## src/ipf_pkg.sv

```systemverilog
// Purpose: shared constants, enums and carriers for the fetch/execute pipeline core
// Assumes: one 200 MHz clock; oscillator sources arrive as one-cycle tick enables
// Notes:   instruction word is a compact 16-bit encoding private to this core
package ipf_pkg;
	localparam int PC_W = 11;                            // program counter width
	localparam int IW = 16;                              // instruction word width
	localparam int DW = 8;                               // alu and data path width
	localparam int AW = 8;                               // data memory address width
	localparam int PH_W = 2;                             // phase counter width
	localparam int PH_N = 4;                             // phases per instruction cycle
	localparam logic [PH_W-1:0] PH_FETCH = 2'h0;         // phase_one_fetch
	localparam logic [PH_W-1:0] PH_DECODE = 2'h1;        // first of phases_decode_execute
	localparam logic [PH_W-1:0] PH_READ = 2'h2;          // operand read and alu
	localparam logic [PH_W-1:0] PH_WRITE = 2'h3;         // commit and write back
	localparam logic [PH_W-1:0] PH_RESET = 2'h3;         // first tick enters the fetch phase
	localparam logic [PC_W-1:0] PC_RESET = 11'h000;      // reset vector
	localparam logic [DW-1:0] ACC_RESET = 8'h00;         // accumulator after reset
	localparam logic [AW-1:0] PTR_RESET = 8'h00;         // memory pointer after reset
	localparam logic [IW-1:0] INSTR_RESET = 16'h0000;    // no-op word
	// mapped core registers in data memory
	localparam logic [AW-1:0] ADDR_IND = 8'h00;          // indirect access through pointer
	localparam logic [AW-1:0] ADDR_PTR = 8'h01;          // memory pointer
	localparam logic [AW-1:0] ADDR_ACC = 8'h05;          // accumulator_reg
	localparam logic [AW-1:0] ADDR_PCL = 8'h06;          // pc_low_byte
	localparam logic [AW-1:0] ADDR_STAT = 8'h0A;         // status flags
	// instruction fields
	localparam int OP_MSB = 15;                          // opcode top bit
	localparam int OP_LSB = 12;                          // opcode bottom bit
	localparam int DST_BIT = 11;                         // 1: result to memory, 0: to accumulator
	localparam int STAT_C_BIT = 1;                       // carry position in status
	localparam int STAT_Z_BIT = 0;                       // zero position in status
	// oscillator source select
	typedef enum logic [1:0] {
		IPF_OSC_EXT,                                     // external_crystal_osc
		IPF_OSC_FAST,                                    // fast_internal_rc_osc
		IPF_OSC_SLOW                                     // slow_internal_rc_osc
	} ipf_osc_t;
	// opcodes, all sixteen codes used
	typedef enum logic [3:0] {
		IPF_OP_NOP, IPF_OP_MOVI, IPF_OP_LDA, IPF_OP_STA,
		IPF_OP_ADD, IPF_OP_SUB, IPF_OP_AND, IPF_OP_XOR,
		IPF_OP_RR, IPF_OP_RL, IPF_OP_INC, IPF_OP_DEC,
		IPF_OP_SZ, IPF_OP_JMP, IPF_OP_CALL, IPF_OP_RET
	} ipf_op_t;
	// program memory request
	typedef struct packed {
		logic            strobe;                         // high through the fetch phase
		logic [PC_W-1:0] addr;                           // word address being fetched
	} ipf_fetch_t;
	// data memory request
	typedef struct packed {
		logic          rd;                               // read through decode phase
		logic          we;                               // write through commit phase
		logic [AW-1:0] addr;                             // effective address
		logic [DW-1:0] wdata;                            // write data
	} ipf_dmem_t;
endpackage
```

## src/ipf_core.sv

```systemverilog
// Purpose: four-phase instruction cycle, two-stage fetch/execute pipeline and 8-bit alu
// Assumes: memories answer within one phase; all inputs synchronous to i_mclk
// Notes:   the data memory commits a write when we is high and o_sys_tick pulses
`timescale 1ns/100ps
`default_nettype none

// Summary of operation
// - four non-overlapping phases form one instruction cycle
// - phase one increments pc and fetches next
// - phases two to four decode and execute
// - fetch overlaps execute, one instruction per cycle
// - pc-changing instructions take two cycles
// - first cycle gets target, second transfers control
// - 8-bit alu: arith, logic, rotate, inc, dec, branch
// - operands and results move via accumulator and alu
// - core registers mapped, direct and indirect access
// - system clock from one selected oscillator
// - taken skip discards prefetch, inserts dummy cycle
// - pc low byte write jumps in page, dummy
// - reset loads pc zero and fetches there
module ipf_core #(
	parameter int PC_W = ipf_pkg::PC_W,                  // program counter width
	parameter int DW   = ipf_pkg::DW                     // data path width
) (
	input  wire logic                 i_mclk,            // 200 MHz core clock
	input  wire logic                 i_resetn,          // async reset, active low
	input  wire logic [1:0]           i_osc_sel,         // oscillator source select
	input  wire logic                 i_ext_osc_tick,    // external crystal tick
	input  wire logic                 i_fast_rc_tick,    // fast internal rc tick
	input  wire logic                 i_slow_rc_tick,    // slow internal rc tick
	input  wire logic [15:0]          i_fetch_data,      // program word for fetch address
	input  wire logic [DW-1:0]        i_dm_rdata,        // data memory read data
	input  wire logic [PC_W-1:0]      i_pop_addr,        // return address from stack
	output logic                      o_sys_tick,        // selected system clock enable
	output logic [3:0]                o_phase,           // one-hot phase indication
	output ipf_pkg::ipf_fetch_t       o_fetch,           // program memory request
	output ipf_pkg::ipf_dmem_t        o_dmem,            // data memory request
	output logic                      o_push,            // push pulse on call commit
	output logic [PC_W-1:0]           o_push_addr,       // return address to push
	output logic                      o_pop,             // pop pulse on return commit
	output logic                      o_exec_valid,      // current cycle executes a real op
	output logic [DW-1:0]             o_acc,             // accumulator contents
	output logic [PC_W-1:0]           o_pc               // program counter contents
);
	logic [1:0]        ph_q;                             // phase counter
	logic [PC_W-1:0]   pc_q;                             // program counter
	logic [PC_W-1:0]   fetch_addr_q;                     // address of word being fetched
	logic [15:0]       prefetch_q;                       // prefetched instruction
	logic              prefetch_valid_q;                 // prefetch holds a real word
	logic [15:0]       ir_q;                             // instruction under execution
	logic              exec_valid_q;                     // ir holds a real, non-stale word
	logic [DW-1:0]     acc_q;                            // accumulator
	logic [DW-1:0]     ptr_q;                            // indirect memory pointer
	logic              carry_q;                          // carry flag
	logic              zero_q;                           // zero flag
	logic [DW-1:0]     result_q;                         // alu result held for commit
	logic              res_c_q;                          // carry of held result
	logic              skip_q;                           // skip condition met
	logic              wr_mem_q;                         // commit writes data memory
	logic              push_q;                           // push pulse register
	logic              pop_q;                            // pop pulse register
	logic              tick;                             // selected oscillator enable
	logic              cycle_end;                        // last tick of an instruction cycle
	logic              redirect;                         // control transfer at commit
	logic [PC_W-1:0]   target;                           // address for control transfer
	ipf_pkg::ipf_op_t  op;                               // decoded opcode
	logic              dst_mem;                          // destination is memory
	logic [DW-1:0]     maddr;                            // direct address field
	logic [DW-1:0]     ea;                               // effective address
	logic              ea_mapped;                        // effective address is a core register
	logic [DW-1:0]     mapped_rd;                        // core register read value
	logic [DW-1:0]     operand;                          // operand seen in read phase
	logic [DW:0]       alu;                              // carry and result

	// pick exactly one oscillator as system clock; unknown selects give no ticks
	always_comb begin
		unique case (i_osc_sel)
			2'(ipf_pkg::IPF_OSC_EXT):  tick = i_ext_osc_tick;
			2'(ipf_pkg::IPF_OSC_FAST): tick = i_fast_rc_tick;
			2'(ipf_pkg::IPF_OSC_SLOW): tick = i_slow_rc_tick;
			default:                   tick = 1'b0;             // reserved code stops core
		endcase
	end

	assign o_sys_tick = tick;
	assign cycle_end = tick && (ph_q == ipf_pkg::PH_WRITE);

	// phase generator; only one phase is ever active so they cannot overlap
	always_ff @(posedge i_mclk or negedge i_resetn) begin
		if (!i_resetn) begin
			ph_q <= ipf_pkg::PH_RESET;
		end else if (tick) begin
			ph_q <= ph_q + 2'h1;
		end
	end

	// one-hot phase view for the rest of the chip
	always_comb begin
		o_phase = 4'h0;
		o_phase[ph_q] = 1'b1;
	end

	// instruction field decode
	assign op = ipf_pkg::ipf_op_t'(ir_q[ipf_pkg::OP_MSB:ipf_pkg::OP_LSB]);
	assign dst_mem = ir_q[ipf_pkg::DST_BIT];
	assign maddr = ir_q[DW-1:0];

	// indirect slot redirects through the pointer; pointer to itself reads zero
	assign ea = (maddr == ipf_pkg::ADDR_IND) ? ptr_q : maddr;

	// core registers reachable at mapped addresses
	always_comb begin
		ea_mapped = 1'b1;
		unique case (ea)
			ipf_pkg::ADDR_IND:  mapped_rd = 8'h00;             // nested indirect reads zero
			ipf_pkg::ADDR_PTR:  mapped_rd = ptr_q;
			ipf_pkg::ADDR_ACC:  mapped_rd = acc_q;
			ipf_pkg::ADDR_PCL:  mapped_rd = pc_q[DW-1:0];
			ipf_pkg::ADDR_STAT: mapped_rd = {6'h00, carry_q, zero_q};
			default: begin
				ea_mapped = 1'b0;                        // ordinary data memory
				mapped_rd = 8'h00;
			end
		endcase
	end

	assign operand = ea_mapped ? mapped_rd : i_dm_rdata;

	// 8-bit alu; second operand from memory except the MOVI immediate, first from the accumulator
	always_comb begin
		unique case (op)
			ipf_pkg::IPF_OP_MOVI: alu = {1'b0, ir_q[DW-1:0]};
			ipf_pkg::IPF_OP_LDA:  alu = {1'b0, operand};
			ipf_pkg::IPF_OP_STA:  alu = {1'b0, acc_q};
			ipf_pkg::IPF_OP_ADD:  alu = {1'b0, acc_q} + {1'b0, operand};
			ipf_pkg::IPF_OP_SUB:  alu = {1'b0, operand} + {1'b0, ~acc_q} + 9'h001;
			ipf_pkg::IPF_OP_AND:  alu = {1'b0, acc_q & operand};
			ipf_pkg::IPF_OP_XOR:  alu = {1'b0, acc_q ^ operand};
			ipf_pkg::IPF_OP_RR:   alu = {operand[0], operand[0], operand[DW-1:1]};
			ipf_pkg::IPF_OP_RL:   alu = {operand[DW-1], operand[DW-2:0], operand[DW-1]};
			ipf_pkg::IPF_OP_INC:  alu = {1'b0, operand} + 9'h001;
			ipf_pkg::IPF_OP_DEC:  alu = {1'b0, operand} - 9'h001;
			ipf_pkg::IPF_OP_SZ:   alu = {1'b0, operand};                       // branch decision
			default:              alu = {1'b0, acc_q};                         // no data result
		endcase
	end

	// control transfers resolve at the end of the cycle that decoded them
	always_comb begin
		redirect = 1'b0;
		target = pc_q;
		if (exec_valid_q) begin
			unique case (op)
				ipf_pkg::IPF_OP_JMP, ipf_pkg::IPF_OP_CALL: begin
					redirect = 1'b1;
					target = ir_q[PC_W-1:0];
				end
				ipf_pkg::IPF_OP_RET: begin
					redirect = 1'b1;
					target = i_pop_addr;
				end
				ipf_pkg::IPF_OP_SZ: begin
					redirect = skip_q;
					target = pc_q;                       // refetch past the skipped word
				end
				default: begin
					if (wr_mem_q == 1'b0 && dst_mem && ea == ipf_pkg::ADDR_PCL
						&& op != ipf_pkg::IPF_OP_NOP && op != ipf_pkg::IPF_OP_MOVI
						&& op != ipf_pkg::IPF_OP_LDA) begin
						redirect = 1'b1;
						target = {pc_q[PC_W-1:DW], result_q};  // stay in current page
					end
				end
			endcase
		end
	end

	// program counter and fetch address move together at the start of the fetch phase
	always_ff @(posedge i_mclk or negedge i_resetn) begin
		if (!i_resetn) begin
			pc_q <= ipf_pkg::PC_RESET;
			fetch_addr_q <= ipf_pkg::PC_RESET;
		end else if (cycle_end) begin
			fetch_addr_q <= redirect ? target : pc_q;
			pc_q <= (redirect ? target : pc_q) + 11'h001;
		end
	end

	assign o_fetch.strobe = (ph_q == ipf_pkg::PH_FETCH);
	assign o_fetch.addr = fetch_addr_q;
	assign o_pc = pc_q;

	// prefetch register fills while the previous word executes
	always_ff @(posedge i_mclk or negedge i_resetn) begin
		if (!i_resetn) begin
			prefetch_q <= ipf_pkg::INSTR_RESET;
			prefetch_valid_q <= 1'b0;
		end else if (tick && ph_q == ipf_pkg::PH_FETCH) begin
			prefetch_q <= i_fetch_data;
			prefetch_valid_q <= 1'b1;
		end
	end

	// execute stage; a redirect marks the already-fetched word stale
	always_ff @(posedge i_mclk or negedge i_resetn) begin
		if (!i_resetn) begin
			ir_q <= ipf_pkg::INSTR_RESET;
			exec_valid_q <= 1'b0;                        // reset cycle executes nothing
		end else if (cycle_end) begin
			ir_q <= prefetch_q;
			exec_valid_q <= prefetch_valid_q && !redirect;
		end
	end

	assign o_exec_valid = exec_valid_q;

	// operand read and alu result captured at the end of the read phase
	always_ff @(posedge i_mclk or negedge i_resetn) begin
		if (!i_resetn) begin
			result_q <= 8'h00;
			res_c_q <= 1'b0;
			skip_q <= 1'b0;
			wr_mem_q <= 1'b0;
		end else if (tick && ph_q == ipf_pkg::PH_READ) begin
			result_q <= alu[DW-1:0];
			res_c_q <= alu[DW];
			skip_q <= (alu[DW-1:0] == 8'h00);
			wr_mem_q <= exec_valid_q && !ea_mapped && (op == ipf_pkg::IPF_OP_STA
				|| (dst_mem && op >= ipf_pkg::IPF_OP_ADD && op <= ipf_pkg::IPF_OP_DEC));
		end else if (cycle_end) begin
			wr_mem_q <= 1'b0;                            // write lasts one phase only
		end
	end

	// data memory port: read in decode, write in commit; dummy cycles do neither
	always_ff @(posedge i_mclk or negedge i_resetn) begin
		if (!i_resetn) begin
			o_dmem <= '0;
		end else if (tick) begin
			o_dmem.rd <= exec_valid_q && ph_q == ipf_pkg::PH_FETCH;
			o_dmem.we <= ph_q == ipf_pkg::PH_READ && exec_valid_q && !ea_mapped
				&& (op == ipf_pkg::IPF_OP_STA
				|| (dst_mem && op >= ipf_pkg::IPF_OP_ADD && op <= ipf_pkg::IPF_OP_DEC));
			o_dmem.addr <= ea;
			o_dmem.wdata <= alu[DW-1:0];
		end
	end

	// core register commit at the last tick of the cycle
	always_ff @(posedge i_mclk or negedge i_resetn) begin
		if (!i_resetn) begin
			acc_q <= ipf_pkg::ACC_RESET;
			ptr_q <= ipf_pkg::PTR_RESET;
			carry_q <= 1'b0;
			zero_q <= 1'b0;
		end else if (cycle_end && exec_valid_q) begin
			unique case (op)
				ipf_pkg::IPF_OP_MOVI, ipf_pkg::IPF_OP_LDA: begin
					acc_q <= result_q;
				end
				ipf_pkg::IPF_OP_ADD, ipf_pkg::IPF_OP_SUB, ipf_pkg::IPF_OP_AND,
				ipf_pkg::IPF_OP_XOR, ipf_pkg::IPF_OP_RR, ipf_pkg::IPF_OP_RL,
				ipf_pkg::IPF_OP_INC, ipf_pkg::IPF_OP_DEC: begin
					zero_q <= (result_q == 8'h00);
					if (op == ipf_pkg::IPF_OP_ADD || op == ipf_pkg::IPF_OP_SUB
						|| op == ipf_pkg::IPF_OP_RR || op == ipf_pkg::IPF_OP_RL) begin
						carry_q <= res_c_q;
					end
					if (!dst_mem || ea == ipf_pkg::ADDR_ACC) begin
						acc_q <= result_q;
					end else if (ea == ipf_pkg::ADDR_PTR) begin
						ptr_q <= result_q;
					end else if (ea == ipf_pkg::ADDR_STAT) begin
						carry_q <= result_q[ipf_pkg::STAT_C_BIT];
						zero_q <= result_q[ipf_pkg::STAT_Z_BIT];
					end
				end
				ipf_pkg::IPF_OP_STA: begin
					if (ea == ipf_pkg::ADDR_PTR) begin
						ptr_q <= result_q;
					end else if (ea == ipf_pkg::ADDR_STAT) begin
						carry_q <= result_q[ipf_pkg::STAT_C_BIT];
						zero_q <= result_q[ipf_pkg::STAT_Z_BIT];
					end
				end
				default: begin
					acc_q <= acc_q;                      // control ops touch no data
				end
			endcase
		end
	end

	// stack handshake pulses, one mclk each, in the mclk right after the commit tick
	always_ff @(posedge i_mclk or negedge i_resetn) begin
		if (!i_resetn) begin
			push_q <= 1'b0;
			pop_q <= 1'b0;
			o_push_addr <= ipf_pkg::PC_RESET;
		end else begin
			push_q <= cycle_end && exec_valid_q && op == ipf_pkg::IPF_OP_CALL;
			pop_q <= cycle_end && exec_valid_q && op == ipf_pkg::IPF_OP_RET;
			if (cycle_end) begin
				o_push_addr <= fetch_addr_q;             // word fetched behind the call; pc is one further
			end
		end
	end

	assign o_push = push_q;
	assign o_pop = pop_q;
	assign o_acc = acc_q;
endmodule

`default_nettype wire

```

## config.mk

```make
export PLATFORM = sky130hd
export DESIGN_NAME = ipf_core
export DESIGN_NICKNAME = d
export VERILOG_FILES = /design/src/ipf_pkg.sv /design/src/ipf_core.sv
export SDC_FILE = /design/constraint.sdc
export NUM_CORES = 1
export LEC_CHECK = 0
export BUFFER_PORTS_ARGS = -buffer_cell sky130_fd_sc_hd__buf_4
export CORE_UTILIZATION = 50
export CTS_CLUSTER_DIAMETER = 150
export CTS_CLUSTER_SIZE = 12
export DETAILED_ROUTE_END_ITERATION = 6
export PLACE_DENSITY = 0.74
export SYNTH_ARGS = -nofsm -noshare
export SYNTH_HDL_FRONTEND = slang
export SYNTH_SLANG_ARGS = --single-unit
```

## constraint.sdc

```tcl
create_clock -name i_mclk -period 4.5 [get_ports i_mclk]
set_input_delay 0.45 -clock i_mclk [delete_from_list [all_inputs] [get_ports i_mclk]]
set_output_delay 0.45 -clock i_mclk [all_outputs]
set_load 0.005 [all_outputs]
```

# Yosys cells after proc, flatten, opt, wreduce, memory -nomap -nowiden
# Cells that the tools add are included.
# W data, S select, Z words.
dict set report word_totals {
  register_bits 118
  wordCells 149
}
dict set report classes {
  reduce_logical 48
  addsub 7
  n_lt_le_gt_ge 4
  mux 35
  bitwise_logic 4
  n_eq_ne 29
}
# operator n
set ops {}
lappend ops {{$pmux W9 S10} 1}
lappend ops {{$mux W8} 6}
lappend ops {{$pmux W11 S3} 1}
lappend ops {{$eq A4 B4 Y1 const B} 8}
lappend ops {{$logic_not A8 Y1} 4}
lappend ops {{$pmux W8 S2} 2}
lappend ops {{$pmux W8 S4} 1}
lappend ops {{$mux W11} 2}
lappend ops {{$logic_and A1 B1 Y1} 21}
lappend ops {{$add A8 B8 Y9} 2}
lappend ops {{$mux W1} 17}
lappend ops {{$eq A4 B3 Y1 const B} 4}
lappend ops {{$eq A8 B3 Y1 const B} 2}
lappend ops {{$add A11 B1 Y11 const B} 1}
lappend ops {{$add A8 B1 Y9 const B} 1}
lappend ops {{$add A9 B1 Y9 const B} 1}
lappend ops {{$sub A8 B1 Y9 const B} 1}
lappend ops {{$and A8 B8 Y8} 1}
lappend ops {{$eq A4 B2 Y1 const B} 2}
lappend ops {{$eq A8 B1 Y1 const B} 1}
lappend ops {{$eq A8 B4 Y1 const B} 1}
lappend ops {{$not A8 Y8} 1}
lappend ops {{$reduce_or A8 Y1} 1}
lappend ops {{$xor A8 B8 Y8} 1}
lappend ops {{26 further kinds} 44}

# Depth between registers and ports, before layout
# Gate-level depths: netlist (run 1).
dict set report logic_depth {
  ltp_word 12
  mapped_depth 20
  mapped_depth_nobuf 17
}

# Worst setup path before layout (run 1)
# Ideal clock, no wire load.
dict set report synth_timing {
  path_kind {register to register}
  from {register ir_q[4]}
  to {register skip_q}
  arrival_ns 4.119
  slack_ns 0.285
  stages_incl_launch_ff 19
  setup_ns 0.095
  n_path_buf 2
  cell_sequence {dfrtp_1 -> nor4_4 -> buf_4 -> a31o_2 -> nand2_1 -> and4_1 -> buf_2 -> a211oi_2 -> inv_1 -> ha_1 -> or3b_2 -> nand3_1 -> xnor2_1 -> a311o_1 -> a21oi_1 -> a21oi_1 -> a221o_1 -> nand4b_1 -> o31ai_1}
}
dict set report synth_between {
  elab_chain_cells 10
  word_cells_on_any_way 20
  classes_between {add/sub: 5; eq/ne: 4; mux: 5; bitwise: 2; reduce/logical: 4}
}
# element line
set synth_rtl {}
lappend synth_rtl {{start, declared} ipf_core.sv:50} ;# logic [15:0] ir_q;
lappend synth_rtl {{start signal, assigned} ipf_core.sv:207} ;# ir_q <= ipf_pkg::INSTR_RESET;
lappend synth_rtl {{start signal, assigned} ipf_core.sv:210} ;# ir_q <= prefetch_q;
lappend synth_rtl {{$logic_not A8 Y1} ipf_core.sv:109} ;# assign ea = (maddr == ipf_pkg::ADDR_IND) ? ptr_q : maddr;
lappend synth_rtl {{$mux W8} ipf_core.sv:109}
lappend synth_rtl {{$eq A8 B3 Y1, or another cell as far along} ipf_core.sv:114} ;# unique case (ea)
lappend synth_rtl {{$reduce_or A5 Y1 (no source line)} n/a}
lappend synth_rtl {{$mux W1} ipf_core.sv:114}
lappend synth_rtl {{$mux W8} ipf_core.sv:127} ;# assign operand = ea_mapped ? mapped_rd : i_dm_rdata;
lappend synth_rtl {{$add A8 B8 Y9} ipf_core.sv:136} ;# ipf_pkg::IPF_OP_SUB: alu = {1'b0, operand} + {1'b0, ~acc_q} + 9'h001;
lappend synth_rtl {{$add A9 B1 Y9} ipf_core.sv:136}
lappend synth_rtl {{$pmux W9 S10 (*)} ipf_core.sv:131} ;# unique case (op)
lappend synth_rtl {{$logic_not A8 Y1 (*)} ipf_core.sv:227} ;# skip_q <= (alu[DW-1:0] == 8'h00);
lappend synth_rtl {{end signal, assigned} ipf_core.sv:227}
lappend synth_rtl {{end, declared} ipf_core.sv:58} ;# logic skip_q;
# Mark *: on every way between the ends. The rest lies on a longest branch, timed or not.
# A chain may end at the register's enable or synchronous reset.

# Final worst setup path (run 1)
dict set report layout_timing {
  from {register ir_q[7]}
  to {register skip_q}
}
# Same word-level chain as after synthesis.

==> flow_summary_export.csv, run 1 <==
group,metric,value,unit
run_status,status,"finished with violations",
run_status,violations_in_the_final_reports,"negative hold slack",
yosys,synth-async-reset-ratio,1.000,
global_route,grt_remaining_overflow,0,
global_route,grt_pass1_wl,39.50,mm
global_route,via_count_of_the_first_global_routing_pass,7001,
placement,detailedPlace.worstSlack,0.005316,ns
finish,post-route-util,0.6528,
finish,post_route_cells_drive_above_1_share,0.2836,
placement,place_hpwl,19.08,mm
yosys,synth.yosys.seq_area_share,0.3854,
global_route,grt_usage,0.3311,
yosys,mappedNetlistNets,940,
sta,maxClockFrequency,0.2300,GHz
worst_setup_path,slowest_delay,0.41,ns
die,core_area,14750,um2
worst_setup_path,most_common_cell_on_crit_path,"sky130_fd_sc_hd__a21oi_1",
yosys,synth_cell_types,82,
worst_setup_path,required_time_of_the_critical_path,4.82,ns
clocking,numCtsBuffers,17,
yosys,postSynthRegisterBits,118,
clocking,cts_buffer_depth,2,
sta,finalCritPeriodShare,0.9663,
die,die_h,125.8,um
clocking,cts_tree,"built",
worst_setup_path,cp_num_buf_inv,2,
drt,post_drt_wl_per_cell,21.27,um
drt,drt_wirelength,25.29,mm
sta,finalMaxSlewViolations,0,
yosys,synth_cells,859,
die,floorplan.io_pins,110,
clocking,clock_transition_at_the_registers_of_the_reported_paths,0.06,ns
clocking,cts_max_level,4,
drt,detail_route.vias_per_cell,6.119,
drt,drt.antenna.violating_nets,0,
worst_setup_path,path_cells,"nor4_4 -> buf_12 -> and2_1 -> nand3_1 -> o22ai_1 -> a211oi_2 -> buf_4 -> ha_1 -> fa_1 -> nor2b_2 -> o31a_1 -> a211oi_1 -> a311o_1 -> a21oi_1 -> a21oi_1 -> a221o_1 -> nand4b_1 -> o31ai_1",
worst_setup_path,worst_ep_arrival_time,4.67,ns
placement,final_weighted_congestion_in_routability_driven_placement,0.9965,
clocking,clock_latency,0.42,ns
worst_setup_path,critPathSlowestCell,"sky130_fd_sc_hd__dfrtp_1",
worst_setup_path,endpoint_kind,"flop",
die,initial_utilization,0.5197,
sta,timing_hold_violations_final,4,
die,die-width,125.8,um
worst_setup_path,cp-start-kind,"flop",
sta,hold_ws,-0.002710,ns
die,rows,44,
worst_setup_path,r2r.worst_path.cells,18,
drt,dr.first_iter.drc_count,798,
sta,final.setup.worst_slack,0.1516,ns
pwr,power_per_cell_area,872.2,nW/um2
worst_hold_path,min-delay-path-class,"input pin to asynchronous set/reset pin",
global_route,initial_antenna_violation_count,0,
worst_setup_path,setup.worst_path.class,"flop to flop",
sta,slew-limit-headroom,0.3709,
global_route,pin_count_of_the_biggest_net_entering_global_routing,62,
sta,finalWorstPathRequiredPeriod,4.348,ns
pwr,peakVddDrop,0.4688,mV
drt,post-route-drc-count,0,
worst_setup_path,critical_path_peak_fanout,14,
sta,worstMarginPinSlew,0.9353,ns
yosys,synth_area_per_cell,8.926,um2
finish,register_area,2959,um2
worst_setup_path,critical_path.top_delay_family,"compound AO/OA/AOI/OAI gates",
worst_setup_path,worstReg2RegEnd,"skip_q$_DFFE_PN0P_",
clocking,cts_root_buf,"sky130_fd_sc_hd__clkbuf_16",
clocking,cts.sink_count,118,
drt,drt_pre_antenna_iters,5,
yosys,synthesis.yosys.warnings,0,
finish,flow.area_growth_from_synthesis,25.62,%
drt,detailroute.via_count,7276,
pwr,total_leakage_power,0.004373,uW
die,dieArea,15830,um2
finish,count_of_nets_after_finishing,1073,
yosys,syn_area,7667,um2
yosys,post_synth_edffs,0,
run,cap_viol_max_count,0,
worst_setup_path,r2r_setup_slack,0.15,ns
sta,finalSetupViolCount,0,
yosys,yosys_most_used_dff,"sky130_fd_sc_hd__dfrtp_1",
worst_setup_path,critical_path.reg2reg.startpoint,"ir_q[7]$_DFFE_PN0P_",
finish,final.fill_count,1264,
sta,finClkSkew,0.006107,ns
placement,port-buffer-count,109,
finish,antenna_cells_inserted,0,
finish,area_of_the_multi_input_gates,4462,um2
## cells in the mapped netlist, types with 8 or more instances
| master | instances | area share |
|---|---|---|
| sky130_fd_sc_hd__a31oi_1 | 9 | 0.0073 |
| sky130_fd_sc_hd__nand4_1 | 8 | 0.0065 |
| sky130_fd_sc_hd__nor3_1 | 16 | 0.010 |
| sky130_fd_sc_hd__nand2_1 | 161 | 0.079 |
| sky130_fd_sc_hd__nor2_1 | 42 | 0.021 |
| sky130_fd_sc_hd__o22ai_1 | 17 | 0.014 |
| sky130_fd_sc_hd__nand3_1 | 18 | 0.012 |
| sky130_fd_sc_hd__a211oi_1 | 8 | 0.0078 |
| sky130_fd_sc_hd__dfrtp_1 | 116 | 0.38 |
| sky130_fd_sc_hd__mux2_2 | 42 | 0.062 |
| sky130_fd_sc_hd__ha_1 | 37 | 0.060 |
| sky130_fd_sc_hd__o211ai_1 | 9 | 0.0088 |
| sky130_fd_sc_hd__a21oi_1 | 37 | 0.024 |
| sky130_fd_sc_hd__mux2i_1 | 12 | 0.016 |
| sky130_fd_sc_hd__nor2b_1 | 10 | 0.0082 |
| sky130_fd_sc_hd__o21ai_0 | 52 | 0.034 |
| sky130_fd_sc_hd__xnor2_1 | 22 | 0.025 |
| sky130_fd_sc_hd__inv_1 | 38 | 0.019 |
| sky130_fd_sc_hd__clkbuf_1 | 37 | 0.018 |
## cell type report
cell class              count  area share
repair buffers            164      0.1291
well taps                 184     0.02390
clock inverters            15     0.01754
clock buffers              17     0.04417
flip-flops and latches    118      0.3072
multi-input cells         653      0.4632
inverters                  38     0.01481
## repair_timing
| action | CTS | global route |
|---|---|---|
| buffers inserted | 0 | 0 |
| endpoints found under the setup margin | 1 | 9 |
| hold buffers | 0 | 0 |
| gates resized for setup | 1 | 21 |
| pin swaps | 0 | 8 |
## sequential cells by signal (all words and copies together) (netlist names)
| register | flops |
|---|---|
| o_pop | 1 |
| o_pc | 11 |
| ir_q | 16 |
| prefetch_q | 16 |
| res_c_q | 1 |
| o_acc | 8 |
| prefetch_valid_q | 1 |
| o_push | 1 |
| fetch_addr_q | 11 |
| ph_q | 2 |
| zero_q | 1 |
| carry_q | 1 |
| wr_mem_q | 1 |
| o_push_addr | 11 |
| o_exec_valid | 1 |
| ptr_q | 8 |
| skip_q | 1 |
| o_dmem | 18 |
| result_q | 8 |
## stage by stage
step / setup TNS [ns] / area (um2) / instances / total power (uW)
2_1_floorplan: 0 / 7667 / 859 / 5006
3_3_place_gp: 0 / 8936 / 1157 / 6756
3_5_place_dp: 0 / 8936 / 1157 / 6799
4_1_cts: 0 / 9537 / 1189 / 8209
5_1_grt: -0.004885 / 9632 / 1189 / 8914
6_report: 0 / 9632 / 1189 / 8401
## routing by layer
layer / global-route usage / share of wire / routed length [um]
met2: 0.5163 / 0.46 / 11610
met1: 0.4465 / 0.42 / 10740
met4: 0.1297 / 0.027 / 675
met5: 0 / 0 / 0
met3: 0.07859 / 0.089 / 2258
## power by group
part | internal (uW) | total [uW] | switching [uW]
Sequential | 1470 | 1970 | 501
Combinational | 2230 | 5070 | 2840
Clock | 830 | 1360 | 534
Total | 4530 | 8400 | 3880
## kinds of logic (layout without fill, tap and decap cells)
group / Yosys count / count (layout) / share of synthesized area
xor+xnor: 26 / 26 / 0.02970
compound gates: 224 / 224 / 0.1994
mux: 54 / 54 / 0.07735
flops: 118 / 118 / 0.3854
simple gates: 310 / 310 / 0.1963
fa+ha+maj: 39 / 39 / 0.06560
buf+inv: 88 / 234 / 0.04618
## how the worst max path moves through the flow
stage                              startpoint               endpoint  slack, ns  cells past startpoint
after floorplan           ir_q[4]$_DFFE_PN0P_     skip_q$_DFFE_PN0P_       0.29                     18
after global placement    ir_q[4]$_DFFE_PN0P_  o_dmem[7]$_DFFE_PN0P_       0.09                     18
after detailed placement  ir_q[4]$_DFFE_PN0P_     skip_q$_DFFE_PN0P_      0.005                     19
after CTS                 ir_q[0]$_DFFE_PN0P_     skip_q$_DFFE_PN0P_       0.04                     17
after global routing      ir_q[1]$_DFFE_PN0P_     skip_q$_DFFE_PN0P_     -0.005                     18
final                     ir_q[7]$_DFFE_PN0P_     skip_q$_DFFE_PN0P_       0.15                     18
## placed cells by master, fill, tap and decap left out, types with 18 or more instances in the layout
master	Yosys	layout
sky130_fd_sc_hd__nand3_1	18	18
sky130_fd_sc_hd__nor2_1	42	42
sky130_fd_sc_hd__dfrtp_1	116	113
sky130_fd_sc_hd__mux2_2	42	42
sky130_fd_sc_hd__buf_4	3	163
sky130_fd_sc_hd__inv_1	38	38
sky130_fd_sc_hd__a21oi_1	37	37
sky130_fd_sc_hd__xnor2_1	22	22
sky130_fd_sc_hd__o21ai_0	52	51
sky130_fd_sc_hd__ha_1	37	36
sky130_fd_sc_hd__nand2_1	161	160
Note: power is estimated with default switching activity, not from simulation.
==> run 2: changes to the inputs <==
- CORE_MARGIN: unset -> 10
==> run 2 against run 1 <==
Compared with the run above: final area rose by 1.7%; critical path type unchanged; highest routed layer is now met5; worst hold slack improved by 0.11 ns; utilization fell by 0.34 points; largest cell class unchanged; die area rose by 31%; the run now ends clean; count of clock-buffer cells in the layout did not move; cell count rose by 0.76%; non-clock buffer count rose by 5; critical path depth did not move; via count rose by 0.32%.
==> flow_summary_export.csv, run 2 (same netlist as run 1, synthesis figures left out) <==
group,metric,value,unit
finish,final.fill_count,1272,
finish,count_of_nets_after_finishing,1078,
drt,detailroute.via_count,7299,
sta,fin_tns_setup,0,ns
worst_setup_path,r2r.worst_path.cells,18,
worst_setup_path,required_time_of_the_critical_path,4.81,ns
pwr,total_leakage_power,0.004399,uW
finish,instances_no_fill,1198,
die,core_area,15090,um2
worst_setup_path,endpoint_kind,"flop",
die,die-width,143.8,um
global_route,grt_usage,0.2531,
placement,dpl.cell_count,1157,
die,rows,45,
sta,finalMaxSlewViolations,0,
pwr,peakVddDrop,0.4847,mV
clocking,clock_transition_at_the_registers_of_the_reported_paths,0.06,ns
clocking,clock_latency,0.43,ns
drt,drt_wirelength,26.22,mm
worst_setup_path,critical_path.reg2reg.startpoint,"ir_q[7]$_DFFE_PN0P_",
sta,timing_hold_violations_final,0,
drt,drt_pre_antenna_iters,7,
clocking,numCtsBuffers,17,
global_route,grt-busiest-layer,"met2",
sta,finalCritPeriodShare,0.9749,
finish,mostFrequentLayoutCells,"165 x sky130_fd_sc_hd__buf_4, 160 x sky130_fd_sc_hd__nand2_1, 113 x sky130_fd_sc_hd__dfrtp_1",
worst_setup_path,worst_ep_arrival_time,4.70,ns
run_status,status,"finished clean",
finish,antenna_cells_inserted,0,
clocking,cts.sink_count,118,
worst_setup_path,critical_path_peak_fanout,8,
sta,worstMarginPinSlew,1.050,ns
die,die_h,143.8,um
global_route,use_met3,0.06997,
drt,post_drt_wl_per_cell,21.89,um
pwr,power_per_cell_area,883.0,nW/um2
sta,maxClockFrequency,0.2279,GHz
placement,port-buffer-count,109,
global_route,globalRouteMet1Util,0.3289,
global_route,grt_remaining_overflow,0,
sta,slew-limit-headroom,0.2972,
global_route,global_route.usage.met2,0.3903,
drt,dr.first_iter.drc_count,786,
finish,flow.area_growth_from_synthesis,27.81,%
finish,mostFrequentLayoutCell,"sky130_fd_sc_hd__buf_4",
finish,largest_register_ffs,18,
die,floorplan.io_pins,110,
worst_setup_path,r2r_setup_slack,0.11,ns
placement,final_weighted_congestion_in_routability_driven_placement,1.012,
die,initial_utilization,0.5081,
drt,detail_route.vias_per_cell,6.093,
die,dieArea,20690,um2
run,cap_viol_max_count,0,
global_route,grt_pass1_wl,40.46,mm
finish,stdcell_area,9799,um2
finish,post_route_cells_drive_above_1_share,0.3040,
worst_hold_path,min-delay-path-class,"input pin to asynchronous set/reset pin",
clocking,cts_tree,"built",
clocking,cts_root_buf,"sky130_fd_sc_hd__clkbuf_16",
clocking,cts_buffer_depth,2,
global_route,initial_antenna_violation_count,1,
finish,largestRegisters,"o_dmem (18), ir_q (16), prefetch_q (16)",
sta,finalWorstPathRequiredPeriod,4.387,ns
worst_setup_path,critical_path.startpoint,"ir_q[7]$_DFFE_PN0P_",
sta,finClkSkew,0.009401,ns
worst_setup_path,cp-start-kind,"flop",
sta,finalSetupViolCount,0,
finish,largest-register,"o_dmem",
placement,place_hpwl,19.26,mm
global_route,pin_count_of_the_biggest_net_entering_global_routing,68,
drt,post-route-drc-count,0,
worst_setup_path,worstReg2RegEnd,"o_dmem[7]$_DFFE_PN0P_",
worst_setup_path,setup.worst_path.class,"flop to flop",
global_route,via_count_of_the_first_global_routing_pass,7229,
clocking,cts_max_level,4,
placement,dpl_cell_area,8911,um2
drt,drt.antenna.violating_nets,0,
==> run 2: cell count changes in the layout (fill, tap and decap cells not counted), sizes merged <==
cell,previous run,this run
inv,46,44
buf,164,169
clkinv,3,5
==> run 2: per-layer routing <==
metal	share of wire	vias to the layer above	wire length [um]
met1	0.42	3563	10910
met2	0.47	313	12310
met3	0.082	59	2148
met5	0.00050	-	13
met4	0.032	2	838
li1	-	3362	-
==> run 2: how the worst max path moves through the flow <==
stage	to	slack (ns)	cells past startpoint
after floorplan	skip_q$_DFFE_PN0P_	0.29	18
after global placement	o_dmem[7]$_DFFE_PN0P_	0.16	17
after detailed placement	o_dmem[7]$_DFFE_PN0P_	0.09	17
after CTS	o_dmem[7]$_DFFE_PN0P_	0.06	17
after global routing	skip_q$_DFFE_PN0P_	-0.04	19
final	o_dmem[7]$_DFFE_PN0P_	0.11	18
==> run 2: area by class of cell <==
| class | instances | area, um2 | area share |
|---|---|---|---|
| tap | 188 | 235.2 | 0.02400 |
| timing repair buffer | 169 | 1292 | 0.1319 |
| inverter | 38 | 142.6 | 0.01456 |
| multi-input combinational | 653 | 4576 | 0.4669 |
| sequential | 118 | 2959 | 0.3020 |
| clock inverter | 15 | 168.9 | 0.01724 |
| clock buffer | 17 | 425.4 | 0.04341 |
==> run 2: power breakdown <==
| group | leakage, uW | internal [uW] | switching (uW) |
|---|---|---|---|
| Combinational | 0.00261 | 2400 | 2930 |
| Sequential | 0.00150 | 1470 | 479 |
| Clock | 0.000288 | 828 | 550 |
==> run 2: metrics by stage <==
stage	hold slack, ns	utilization	setup slack (ns)	power [uW]
CTS	0.1653	0.6299	0.05593	8226
detailed placement	0.4474	0.5905	0.09105	6807
finish	0.1102	0.6494	0.1127	8652
global route	0.1859	0.6494	-0.04447	9240
floorplan	0.1544	-	0.2853	5006
global placement	0.4433	0.5905	0.1577	6773
==> run 2: timing repair <==
item,CTS,global route
gates resized for setup,0,49
endpoints found under the setup margin,0,10
setup buffers,0,9
hold buffers,0,0
==> run 2: critical path: stages (launching register included) <==
cell and delay, ns:
sky130_fd_sc_hd__dfrtp_2 0.45, sky130_fd_sc_hd__nor4_4 0.33, sky130_fd_sc_hd__buf_12 0.17, sky130_fd_sc_hd__a21o_1 0.19, sky130_fd_sc_hd__buf_6 0.17, sky130_fd_sc_hd__mux2i_1 0.20, sky130_fd_sc_hd__o21ai_1 0.12, sky130_fd_sc_hd__a211oi_4 0.29
sky130_fd_sc_hd__inv_2 0.10, sky130_fd_sc_hd__ha_1 0.31, sky130_fd_sc_hd__nand2b_1 0.10, sky130_fd_sc_hd__a2111oi_2 0.40, sky130_fd_sc_hd__a2111oi_1 0.10, sky130_fd_sc_hd__buf_4 0.16, sky130_fd_sc_hd__o31ai_2 0.23, sky130_fd_sc_hd__xnor2_1 0.15
sky130_fd_sc_hd__o22ai_1 0.10, sky130_fd_sc_hd__o32a_1 0.42, sky130_fd_sc_hd__mux2_2 0.29
